## config.mk

```make
export PLATFORM = sky130hd
export DESIGN_NAME = drive_fault_and_motion_supervisor
export DESIGN_NICKNAME = d
export VERILOG_FILES = /design/src/rtl/drive_sup_pkg.sv /design/src/rtl/drive_fault_and_motion_supervisor.sv
export SDC_FILE = /design/constraint.sdc
export NUM_CORES = 1
export LEC_CHECK = 0
export BUFFER_PORTS_ARGS = -buffer_cell sky130_fd_sc_hd__clkbuf_2
export CAP_MARGIN = 20
export CORE_UTILIZATION = 50
export CTS_CLUSTER_DIAMETER = 50
export DETAILED_ROUTE_END_ITERATION = 8
export PLACE_DENSITY = 0.72
export SLEW_MARGIN = 20
export SYNTH_ARGS = -nofsm -noshare
export SYNTH_HDL_FRONTEND = slang
export SYNTH_SLANG_ARGS = --single-unit
```

## constraint.sdc

```tcl
create_clock -name clock -period 2.2 [get_ports clock]
set_input_delay 0.55 -clock clock [delete_from_list [all_inputs] [get_ports clock]]
set_output_delay 0.55 -clock clock [all_outputs]
set_load 0.01 [all_outputs]
```

## src/rtl/drive_sup_pkg.sv

```systemverilog
// shared constants and carrier types for the drive fault and motion supervisor
// assumes a single 50 MHz system clock and a synchronous active-high reset
package drive_sup_pkg;

    // -----------------------------------------------------------------
    // timing
    // -----------------------------------------------------------------
    localparam int unsigned CLK_HZ         = 50_000_000;
    localparam int unsigned TICK_US        = 1000;
    localparam int unsigned TICK_CYCLES    = CLK_HZ / 1_000_000 * TICK_US;
    localparam int unsigned SEEK_LIMIT_MS  = 90;
    localparam int unsigned HOME_LIMIT_MS  = 1250;
    localparam int unsigned TICK_W         = 16;
    localparam int unsigned MS_W           = 12;

    // -----------------------------------------------------------------
    // cylinder addressing
    // -----------------------------------------------------------------
    localparam int unsigned CYL_W          = 10;
    localparam logic [9:0]  CYL_MAX        = 10'h19a;
    localparam logic [9:0]  CYL_HOME       = 10'h000;

    // -----------------------------------------------------------------
    // fault vector layout
    // -----------------------------------------------------------------
    localparam int unsigned FLT_N          = 9;
    localparam int unsigned F_INTERLOCK    = 0;
    localparam int unsigned F_GAIN         = 1;
    localparam int unsigned F_CARR_BACK    = 2;
    localparam int unsigned F_WR_UNSET     = 3;
    localparam int unsigned F_RW_CLASH     = 4;
    localparam int unsigned F_WR_NODATA    = 5;
    localparam int unsigned F_MULTI_HEAD   = 6;
    localparam int unsigned F_DC_NOWR      = 7;
    localparam int unsigned F_SETTLE       = 8;

    localparam int unsigned HEAD_N         = 4;

    typedef enum logic [3:0] {
        IDLE_T  = 4'h1,
        SEEK_T  = 4'h2,
        RET_T   = 4'h4,
        HOME_T  = 4'h8
    } timer_mode_t;

    // drive status sensed from the mechanism
    typedef struct packed {
        logic                power_chain_fault;
        logic                gain_ok;
        logic                heads_loaded;
        logic                carriage_retracted;
        logic                unit_prepared;
        logic                heads_settled;
        logic                write_mode;
        logic                unselected_read_gate;
        logic                write_data_present;
        logic                dc_current;
        logic                cartridge_locked;
        logic                run_switch;
        logic                spindle_speed_up;
        logic [HEAD_N-1:0]   head_select;
    } sense_t;

    typedef struct packed {
        logic [TICK_W-1:0]   tick_cnt;
        logic [MS_W-1:0]     ms_cnt;
        timer_mode_t         mode;
    } timer_t;

endpackage : drive_sup_pkg

```

## src/rtl/drive_fault_and_motion_supervisor.sv

```systemverilog
// fault detection, spindle run gating and seek gating for a cartridge disc drive
// assumes drive sense lines are asynchronous to clock; controller inputs share clock
// How it works
// - interlock fault when supplies, boards, formatter conflict or temperature switch fail
// - gain-loss fault when gain drops with heads loaded and no home seek
// - carriage-back fault when retracted and unit prepared are both active
// - write-unsettled fault when writing while heads are not settled
// - read-write clash when unselected read gate and write are both active
// - write-no-data fault when writing without write data present
// - multi-head fault when more than one head is selected
// - dc-without-write fault when head dc current flows outside write mode
// - settle limit fault if heads not settled 90 ms after seek command
// - settle limit fault if carriage not retracted 1.25 s after retract
// - settle limit fault if not home-settled 1.25 s after retract or return-home drops
// - spindle starts only with cartridge locked, no interlock or settle limit fault, run switch, carriage retracted
// - running spindle keeps going while carriage out and interlock fault clear
// - on power-up retract is released when spindle speed-up becomes active
// - cylinder seek proceeds only with heads settled and seek command present
// - seek to cylinder above the highest legal value is refused
`timescale 1ns/1ns
module drive_fault_and_motion_supervisor #(
    parameter int unsigned SEEK_MS = drive_sup_pkg::SEEK_LIMIT_MS,
    parameter int unsigned HOME_MS = drive_sup_pkg::HOME_LIMIT_MS,
    parameter int unsigned TICK_CY = drive_sup_pkg::TICK_CYCLES
) (
    // clock and reset
    input  wire logic                            clock,
    input  wire logic                            rst,
    // drive sense lines (asynchronous)
    input  wire drive_sup_pkg::sense_t           sense,
    // controller side
    input  wire logic                            seek_command,
    input  wire logic [drive_sup_pkg::CYL_W-1:0] seek_cylinder,
    input  wire logic                            return_home,
    input  wire logic                            fault_clear,
    // actuator outputs
    output logic                                 spindle_run,
    output logic                                 carriage_retract,
    output logic                                 seek_go,
    output logic [drive_sup_pkg::CYL_W-1:0]      seek_target,
    output logic                                 seek_refused,
    // fault indications
    output logic [drive_sup_pkg::FLT_N-1:0]      fault_ff,
    output logic                                 interlock_fault,
    output logic                                 settle_limit_fault
);

    // -----------------------------------------------------------------
    // state
    // -----------------------------------------------------------------
    typedef struct packed {
        drive_sup_pkg::sense_t              meta;
        drive_sup_pkg::sense_t              sync;
        logic [drive_sup_pkg::FLT_N-1:0]    flt;
        logic                               spin;
        logic                               ret;
        logic                               rh_prev;
        logic                               sk_prev;
        logic                               go;
        logic                               refused;
        logic [drive_sup_pkg::CYL_W-1:0]    target;
        drive_sup_pkg::timer_t              tmr;
    } state_t;

    state_t state_ff;
    state_t nxt_state;
    drive_sup_pkg::sense_t s;
    logic [drive_sup_pkg::FLT_N-1:0] raw;
    logic ret_drop;
    logic rh_drop;
    logic sk_rise;
    logic tick_hit;
    logic [drive_sup_pkg::MS_W-1:0] limit_ms;

    assign s = state_ff.sync;

    // -----------------------------------------------------------------
    // next state
    // -----------------------------------------------------------------
    always_comb begin
        nxt_state      = state_ff;
        // two-flop synchroniser: meta is read only by sync
        nxt_state.meta = sense;
        nxt_state.sync = state_ff.meta;

        raw = '0;
        raw[drive_sup_pkg::F_INTERLOCK]  = s.power_chain_fault;
        raw[drive_sup_pkg::F_GAIN]       = !s.gain_ok && s.heads_loaded
                                           && !(state_ff.tmr.mode == drive_sup_pkg::HOME_T);
        raw[drive_sup_pkg::F_CARR_BACK]  = s.carriage_retracted && s.unit_prepared;
        raw[drive_sup_pkg::F_WR_UNSET]   = s.write_mode && !s.heads_settled;
        raw[drive_sup_pkg::F_RW_CLASH]   = s.unselected_read_gate && s.write_mode;
        raw[drive_sup_pkg::F_WR_NODATA]  = s.write_mode && !s.write_data_present;
        raw[drive_sup_pkg::F_MULTI_HEAD] = $countones(s.head_select) > 1;
        raw[drive_sup_pkg::F_DC_NOWR]    = s.dc_current && !s.write_mode;

        // timers: one shared counter, restarted by each starting event
        rh_drop  = state_ff.rh_prev && !return_home;
        sk_rise  = seek_command && !state_ff.sk_prev;
        tick_hit = state_ff.tmr.tick_cnt == drive_sup_pkg::TICK_W'(TICK_CY - 1);
        limit_ms = (state_ff.tmr.mode == drive_sup_pkg::SEEK_T)
                   ? drive_sup_pkg::MS_W'(SEEK_MS) : drive_sup_pkg::MS_W'(HOME_MS);

        nxt_state.tmr.tick_cnt = tick_hit ? '0 : state_ff.tmr.tick_cnt + 1'b1;
        if (tick_hit && state_ff.tmr.mode != drive_sup_pkg::IDLE_T) begin
            nxt_state.tmr.ms_cnt = state_ff.tmr.ms_cnt + 1'b1;
        end
        unique case (state_ff.tmr.mode)
            drive_sup_pkg::IDLE_T: ;
            drive_sup_pkg::SEEK_T: begin
                if (s.heads_settled) nxt_state.tmr.mode = drive_sup_pkg::IDLE_T;
            end
            drive_sup_pkg::RET_T: begin
                if (s.carriage_retracted) nxt_state.tmr.mode = drive_sup_pkg::IDLE_T;
            end
            drive_sup_pkg::HOME_T: begin
                if (s.heads_settled) nxt_state.tmr.mode = drive_sup_pkg::IDLE_T;
            end
            default: nxt_state.tmr.mode = drive_sup_pkg::IDLE_T;
        endcase
        if (state_ff.tmr.mode != drive_sup_pkg::IDLE_T
            && nxt_state.tmr.mode != drive_sup_pkg::IDLE_T
            && state_ff.tmr.ms_cnt >= limit_ms) begin
            raw[drive_sup_pkg::F_SETTLE] = 1'b1;
            nxt_state.tmr.mode = drive_sup_pkg::IDLE_T;
        end

        // retract: held until spindle speed-up, reasserted when spindle stops
        if (s.spindle_speed_up && state_ff.spin) begin
            nxt_state.ret = 1'b0;
        end else if (!state_ff.spin) begin
            nxt_state.ret = 1'b1;
        end
        ret_drop = state_ff.ret && !nxt_state.ret;
        nxt_state.rh_prev = return_home;
        nxt_state.sk_prev = seek_command;

        if (sk_rise) begin
            nxt_state.tmr = '{tick_cnt: '0, ms_cnt: '0, mode: drive_sup_pkg::SEEK_T};
        end
        if (!state_ff.ret && nxt_state.ret) begin
            nxt_state.tmr = '{tick_cnt: '0, ms_cnt: '0, mode: drive_sup_pkg::RET_T};
        end
        if (ret_drop || rh_drop) begin
            nxt_state.tmr = '{tick_cnt: '0, ms_cnt: '0, mode: drive_sup_pkg::HOME_T};
        end

        // latch: set wins over clear
        nxt_state.flt = (fault_clear ? '0 : state_ff.flt) | raw;

        // spindle
        if (!state_ff.spin) begin
            nxt_state.spin = s.cartridge_locked && s.run_switch && s.carriage_retracted
                             && !state_ff.flt[drive_sup_pkg::F_INTERLOCK]
                             && !state_ff.flt[drive_sup_pkg::F_SETTLE]
                             && !raw[drive_sup_pkg::F_INTERLOCK];
        end else begin
            nxt_state.spin = !state_ff.flt[drive_sup_pkg::F_INTERLOCK]
                             && !(s.carriage_retracted && !s.run_switch);
        end

        // cylinder seek launch
        nxt_state.go      = 1'b0;
        nxt_state.refused = 1'b0;
        if (sk_rise && s.heads_settled) begin
            if (seek_cylinder > drive_sup_pkg::CYL_MAX) begin
                nxt_state.refused = 1'b1;
            end else begin
                nxt_state.go     = 1'b1;
                nxt_state.target = seek_cylinder;
            end
        end
    end

    // -----------------------------------------------------------------
    // registers
    // -----------------------------------------------------------------
    always_ff @(posedge clock) begin
        if (rst) begin
            state_ff          <= '0;
            state_ff.ret      <= 1'b1;
            state_ff.target   <= drive_sup_pkg::CYL_HOME;
            state_ff.tmr.mode <= drive_sup_pkg::IDLE_T;
        end else begin
            state_ff <= nxt_state;
        end
    end

    assign spindle_run        = state_ff.spin;
    assign carriage_retract   = state_ff.ret;
    assign seek_go            = state_ff.go;
    assign seek_target        = state_ff.target;
    assign seek_refused       = state_ff.refused;
    assign fault_ff           = state_ff.flt;
    assign interlock_fault    = state_ff.flt[drive_sup_pkg::F_INTERLOCK];
    assign settle_limit_fault = state_ff.flt[drive_sup_pkg::F_SETTLE];

    // -----------------------------------------------------------------
    // checks
    // -----------------------------------------------------------------
    carriage_back_a: assert property (@(posedge clock) disable iff (rst)
        (s.carriage_retracted && s.unit_prepared) |=> fault_ff[drive_sup_pkg::F_CARR_BACK])
        else $error("carriage back fault not raised");
    wr_unsettled_a: assert property (@(posedge clock) disable iff (rst)
        (s.write_mode && !s.heads_settled) |=> fault_ff[drive_sup_pkg::F_WR_UNSET])
        else $error("write unsettled fault not raised");
    rw_clash_a: assert property (@(posedge clock) disable iff (rst)
        (s.unselected_read_gate && s.write_mode) |=> fault_ff[drive_sup_pkg::F_RW_CLASH])
        else $error("read write clash not raised");
    wr_nodata_a: assert property (@(posedge clock) disable iff (rst)
        (s.write_mode && !s.write_data_present) |=> fault_ff[drive_sup_pkg::F_WR_NODATA])
        else $error("write no data fault not raised");
    multi_head_a: assert property (@(posedge clock) disable iff (rst)
        ($countones(s.head_select) > 1) |=> fault_ff[drive_sup_pkg::F_MULTI_HEAD])
        else $error("multi head fault not raised");
    dc_nowrite_a: assert property (@(posedge clock) disable iff (rst)
        (s.dc_current && !s.write_mode) |=> fault_ff[drive_sup_pkg::F_DC_NOWR])
        else $error("dc without write fault not raised");
    interlock_set_a: assert property (@(posedge clock) disable iff (rst)
        s.power_chain_fault |=> interlock_fault)
        else $error("interlock fault not raised");
    fault_hold_a: assert property (@(posedge clock) disable iff (rst)
        (fault_ff[drive_sup_pkg::F_MULTI_HEAD] && !fault_clear)
        |=> fault_ff[drive_sup_pkg::F_MULTI_HEAD])
        else $error("fault dropped without clear");
    spin_start_a: assert property (@(posedge clock) disable iff (rst)
        (!spindle_run ##1 spindle_run) |-> $past(s.carriage_retracted) && $past(s.run_switch))
        else $error("spindle started without conditions");
    spin_stop_a: assert property (@(posedge clock) disable iff (rst)
        (spindle_run && interlock_fault) |=> !spindle_run)
        else $error("spindle kept running under interlock fault");
    seek_legal_a: assert property (@(posedge clock) disable iff (rst)
        seek_go |-> seek_target <= drive_sup_pkg::CYL_MAX)
        else $error("illegal cylinder launched");
    seek_gate_a: assert property (@(posedge clock) disable iff (rst)
        seek_go |-> $past(seek_command) && $past(s.heads_settled))
        else $error("seek launched without settle or command");

    seek_cov: cover property (@(posedge clock) disable iff (rst) seek_go);
    refuse_cov: cover property (@(posedge clock) disable iff (rst) seek_refused);
    timeout_cov: cover property (@(posedge clock) disable iff (rst) $rose(settle_limit_fault));
    spin_cov: cover property (@(posedge clock) disable iff (rst) $rose(spindle_run));

endmodule : drive_fault_and_motion_supervisor

```

==> results.yml, run 1 <==
clock_network:
  cts_setup_buffers: 0
  clkTransAtPathRegs_ns: 0.10
  clkSinkCount: 91
  cts_tree: "done"
  clk_latency_ns: 0.36
  cts-root-buf: "clkbuf_8"
  cts_buffers: 9
  cts.repair.resized: 0
  cts_hold_buf: 0
  ctsHtreeMaxLevel: 3
  clockBufferDepth: 2
worst_setup_path:
  cp-end-kind: "flip-flop"
  cp_data_required_time_ns: 2.50
  critPathArrivalTime_ns: 2.28
  cp.buffers_inverters: 2
  reg2reg_from: "state_ff[0]$_SDFF_PP1_"
  crit_chain: "nor2_1, nand3b_1, inv_1, ha_1, a21oi_1, o211ai_1, a311oi_2, buf_4, nand3_1, a21oi_1"
  critPathLaunchType: "flip-flop"
  crit_type: "reg2reg"
  slowest_delay_ns: 0.33
  reg2regPathDepth: 10
  crit_family: "compound AO/OA/AOI/OAI gates"
  r2r_setup_slack_ns: 0.22
  timing.rr.end: "state_ff[1]$_SDFF_PP0_"
  path_common_cell: "a21oi_1"
  path_depth: 10
  crit_fanout: 5
  crit_slowest_cell: "dfxtp_1"
sta:
  hold_viol: 0
  slew_headroom_pct: 62.6
  totalNegativeSetupSlack_ns: 0
  worst_pin_slew_ns: 0.561
  setup_violations: 0
  fin_crit_sh_pct: 90.2
  clock_skew_ns: 0.0106
  finalCriticalPeriod_ns: 1.98
  fmax_mhz: 504
  rsz0062_at_grt: "no"
  maxSlewViolCount: 0
yosys:
  synthFlopType: "dfxtp_1"
  postSynth.asyncResetShare_pct: 0
  syn-cell-area_mm2: 0.00360
  ys_top_cells_by_area: "dfxtp_1, nor2b_1, nor2_1"
  synth-seq-cells: 91
  ys_seq_area_share_pct: 50.6
  netlist_instances: 372
  yosys_warnings: 0
  synth_nets: 413
  netlist.area_leader.share_pct: 50.6
  synth_edf_count: 0
  yosysTopAreaCell: "dfxtp_1"
  synth.distinct_cells: 42
  syn_avg_cell_area_um2: 9.69
routing:
  first_pass_iters: 6
  vias: 2460
  ant_nets: 0
  avgViaCountPerCell: 4.78
  wl_um: 5770
  drc: 0
  drt_iter0_drc: 86
  wl_per_cell_um: 11.2
job:
  maxCapViolations: 0
global_routing:
  grt_pass1_vias: 2205
  gr-usage-all-layers_pct: 16.5
  antenna_found_initial: 0
  grt.overflow.total: 0
  grt_pass1_wl_um: 9760
  grt_max_degree: 61
power:
  p_leak_nw: 1.67
  pwr-share-clk_pct: 37.3
  p_switching_uw: 735
  power_frac_seq_pct: 57.9
  vdd_drop_max_mv: 0.348
  pwr-share-comb_pct: 4.8
  p_per_area_mw_per_mm2: 727
  intPower_mw: 2.21
  power_mw: 2.94
  swShare_pct: 25.0
hold_path:
  min_from: "sense[16]"
  hold_depth: 2
  min_path_type: "in2reg"
  holdPathEnd: "nxt_state[73]$_SDFF_PP0_"
final_layout:
  drive_gt1_share_pct: 20.8
  area_growth_pct: 12.5
  final_nets: 455
  n_antenna_cell: 0
placement:
  place_hpwl_um: 4130
  gp_congestion: 0.779
  numPortBuffers: 56
floorplanning:
  dieArea_mm2: 0.00755
  start_util_pct: 52.5
  num_rows: 30
  core_area_mm2: 0.00687
  die_w_um: 86.9
  die_h_um: 86.9
  io_pins: 57
outcome:
  outcome: "finished clean"
==> per-stage QoR <==
| stage | hold WS [ns] | instances | utilization (%) | instance area (µm²) | setup WS, ns |
|---|---|---|---|---|---|
| finish | 0.388 | 515 | 59.0 | 4050 | 0.216 |
| global route | 0.363 | 515 | 59.0 | 4050 | 0.0961 |
| CTS | 0.374 | 514 | 58.9 | 4050 | 0.0863 |
| detailed placement | 0.421 | 498 | 55.9 | 3840 | 0.0920 |
| global placement | 0.421 | 498 | 55.9 | 3840 | 0.179 |
| floorplan | 0.414 | 372 | - | 3600 | 0.405 |
==> synth_stat cells (2+ instances only) <==
master and n:
nor2_1 57, nand3b_1 3, nor4_2 6, o211ai_1 4
a31oi_1 2, nor2b_1 37, nor3_1 4, nand3_1 13
xor2_1 9, nand4_1 11, and3_1 5, nand2b_1 3
nor4_1 3, ha_1 8, nand2_1 11, a31o_1 2
inv_1 18, a22oi_1 5, a21oi_1 9, mux2i_1 9
clkbuf_1 6, buf_2 2, xnor2_1 16, buf_4 21
dfxtp_1 91
==> cells in the final DEF, fill, tap and decap left out, types with 4 or more instances in the layout <==
master,n
a21oi_1,9
a22oi_1,5
and3_1,5
buf_4,5
clkbuf_2,56
clkbuf_8,9
dfxtp_1,91
ha_1,8
inv_1,18
mux2i_1,9
nand2_1,11
nand3_1,13
nand4_1,11
nor2_1,57
nor2b_1,37
nor3_1,4
nor4_2,6
o211ai_1,4
xnor2_1,16
xor2_1,9
==> registers in the layout, indices dropped and copies added, names as in the netlist <==
signal            count
fault_ff              9
raw                   1
state_ff             34
spindle_run           1
seek_target          10
carriage_retract      1
s                    16
seek_go               1
seek_refused          1
nxt_state            17
==> power groups by stage <==
stage	registers [mW]	clock network (mW)	logic [mW]
final	1.71	1.10	0.141
after global routing	1.71	1.21	0.159
after CTS	1.71	1.14	0.144
after detailed placement	1.74	0	0.144
after global placement	1.74	0	0.141
after floorplan	1.74	0	0.0952
==> cell families after synthesis <==
logic type	after synthesis	synth area share, %
AO/OA/AOI/OAI	29	5.90
buffers and inverters	48	7.26
AND/OR/NAND/NOR	161	24.4
XOR/XNOR	25	6.08
multiplexers	9	2.50
adder cells (fa/ha/maj)	9	3.33
flip-flops	91	50.6
==> layer usage <==
| layer | vias up | global-route usage [%] | part of all wire, % |
|---|---|---|---|
| met1 | 1092 | 21.2 | 47 |
| met5 | - | 0 | 0 |
| met2 | 51 | 25.8 | 46 |
| met3 | 8 | 6.26 | 5.3 |
| met4 | 0 | 5.00 | 1.2 |
| li1 | 1309 | - | - |
==> final cells by class <==
class	count	area (µm²)
multi-input combinational	233	1520
timing repair buffer	61	318
clock buffer	9	124
tap	96	120
inverter	18	67.6
clock inverter	7	81.3
sequential	91	1820
fill	619	2820
==> worst max-delay path by stage <==
stage                           start                          end
3_3_place_gp         seek_cylinder[5]  seek_target[5]$_SDFFE_PP0P_
4_1_cts        state_ff[0]$_SDFF_PP1_       state_ff[1]$_SDFF_PP0_
3_5_place_dp   state_ff[0]$_SDFF_PP1_       state_ff[1]$_SDFF_PP0_
5_1_grt        state_ff[0]$_SDFF_PP1_       state_ff[1]$_SDFF_PP0_
2_1_floorplan  state_ff[0]$_SDFF_PP1_       state_ff[1]$_SDFF_PP0_
6_report       state_ff[0]$_SDFF_PP1_       state_ff[1]$_SDFF_PP0_
Power figures use the tool's default switching activity.
==> run 2: changes to the inputs <==
Settings changed: CORE_UTILIZATION 50 to 47, PLACE_DENSITY 0.72 to 0.68.
==> results.yml, run 2 (synthesis gave the netlist of run 1 again) <==
final_layout:
  final_cell_mix: "dfxtp_1, nor2_1, clkbuf_2"
  final_common_cell: "dfxtp_1"
  n_antenna_cell: 0
  final_nets: 455
  area_growth_pct: 11.8
  drive_gt1_share_pct: 20.5
  regMostFlops: "state_ff"
  largest_register_ffs: 34
  nFillCells: 668
  stdcell_count: 518
clock_network:
  clockBufferDepth: 2
  cts_tree: "done"
  clkSinkCount: 91
  clkTransAtPathRegs_ns: 0.09
  cts.repair.resized: 0
  cts_setup_buffers: 0
  cts_buffers: 9
  cts_hold_buf: 0
  ctsHtreeMaxLevel: 3
  cts-root-buf: "clkbuf_8"
  clk_latency_ns: 0.35
worst_setup_path:
  r2r_setup_slack_ns: 0.20
  path_common_cell: "a21oi_1"
  reg2reg_from: "state_ff[0]$_SDFF_PP1_"
  timing.rr.end: "state_ff[1]$_SDFF_PP0_"
  critPathArrivalTime_ns: 2.28
  cp_data_required_time_ns: 2.48
  reg2regPathDepth: 10
  crit_slowest_cell: "dfxtp_1"
  slowest_delay_ns: 0.33
  critPathLaunchType: "flip-flop"
  cp-end-kind: "flip-flop"
  crit_chain: "nor2_1, nand3b_1, inv_1, ha_1, a21oi_1, o211ai_1, a311oi_2, buf_4, nand3_1, a21oi_1"
  crit_fanout: 5
  crit_type: "reg2reg"
power:
  p_leak_nw: 1.65
  vdd_drop_max_mv: 0.469
  power_mw: 2.87
  p_per_area_mw_per_mm2: 712
hold_path:
  holdPathEnd: "nxt_state[65]$_SDFF_PP0_"
  min_from: "sense[8]"
  min_path_type: "in2reg"
  hold_depth: 2
placement:
  dpl.cell_count: 501
  gp_congestion: 0.810
  dp_slack_ns: 0.111
  numPortBuffers: 56
  place_hpwl_um: 4160
global_routing:
  grt_pass1_vias: 2221
  grt_max_degree: 61
  antenna_found_initial: 0
  gr-usage-all-layers_pct: 15.8
  grt.overflow.total: 0
  grt_pass1_wl_um: 9770
floorplanning:
  start_util_pct: 49.2
  die_h_um: 89.6
  core_area_mm2: 0.00733
  num_rows: 31
  dieArea_mm2: 0.00802
  io_pins: 57
  die_w_um: 89.6
routing:
  ant_nets: 0
  avgViaCountPerCell: 4.87
  first_pass_iters: 4
  wl_per_cell_um: 11.4
  wl_um: 5920
  drt_iter0_drc: 95
  drc: 0
  vias: 2522
sta:
  whs_ns: 0.397
  finalCriticalPeriod_ns: 2.00
  clock_skew_ns: 0.0108
  setup_violations: 0
  slew_headroom_pct: 61.9
  maxSlewViolCount: 0
  fin_ws_ns: 0.202
  hold_viol: 0
  fmax_mhz: 501
  worst_pin_slew_ns: 0.571
  fin_crit_sh_pct: 90.8
outcome:
  outcome: "finished clean"
job:
  maxCapViolations: 0
run 2: changes by cell type in the layout (fill, tap and decap cells not counted), sizes merged:
cell,previous run,this run
clkbuf,65,66
clkinvlp,0,2
clkinv,4,1
run 2: critical path: cells and delay by family (launching register included):
| kind | cells | cell delay, ns |
|---|---|---|
| buffers and inverters | 2 | 0.31 |
| and+or+nand+nor | 3 | 0.40 |
| AOI/OAI and AO/OA | 4 | 0.62 |
| adders and majority gates | 1 | 0.25 |
| DFF | 1 | 0.33 |
run 2: worst max-delay path by stage:
| stage | cells after the start | from | to | slack (ns) |
|---|---|---|---|---|
| floorplan | 9 | state_ff[0]$_SDFF_PP1_ | state_ff[1]$_SDFF_PP0_ | 0.41 |
| global placement | 6 | seek_cylinder[5] | seek_target[5]$_SDFFE_PP0P_ | 0.19 |
| detailed placement | 6 | seek_cylinder[5] | seek_target[1]$_SDFFE_PP0P_ | 0.11 |
| CTS | 9 | state_ff[0]$_SDFF_PP1_ | state_ff[1]$_SDFF_PP0_ | 0.1 |
| global route | 10 | state_ff[0]$_SDFF_PP1_ | state_ff[1]$_SDFF_PP0_ | -0.04 |
| finish | 10 | state_ff[0]$_SDFF_PP1_ | state_ff[1]$_SDFF_PP0_ | 0.20 |
run 2: layout make-up:
type	count	area, µm²	area share (%)
clock buffers	10	128	3.17
clock inverters	6	48.8	1.21
inverters	18	67.6	1.68
multi-input cells	233	1520	37.7
flip-flops and latches	91	1820	45.2
well taps	99	124	3.08
repair buffers	61	318	7.89
run 2: layer usage:
layer  GRT usage (%)  part of all wire [%]  vias up
met5               0                     0        -
met4            8.23                   2.3        0
met3            3.42                   4.2       10
met2            26.0                    44       53
met1            19.5                    50     1149
li1                -                     -     1310
run 2: per-stage QoR:
stage	utilization, %	TNS, ns	cell area [µm²]
floorplan	-	0	3600
global placement	52.4	0	3840
detailed placement	52.4	0	3840
CTS	54.8	0	4020
global route	54.9	-0.0571	4030
finish	54.9	0	4030
run 2: power breakdown:
group | internal, mW | switching, mW
Sequential | 1.69 | 0.0175
Combinational | 0.0677 | 0.0759
Clock | 0.425 | 0.594
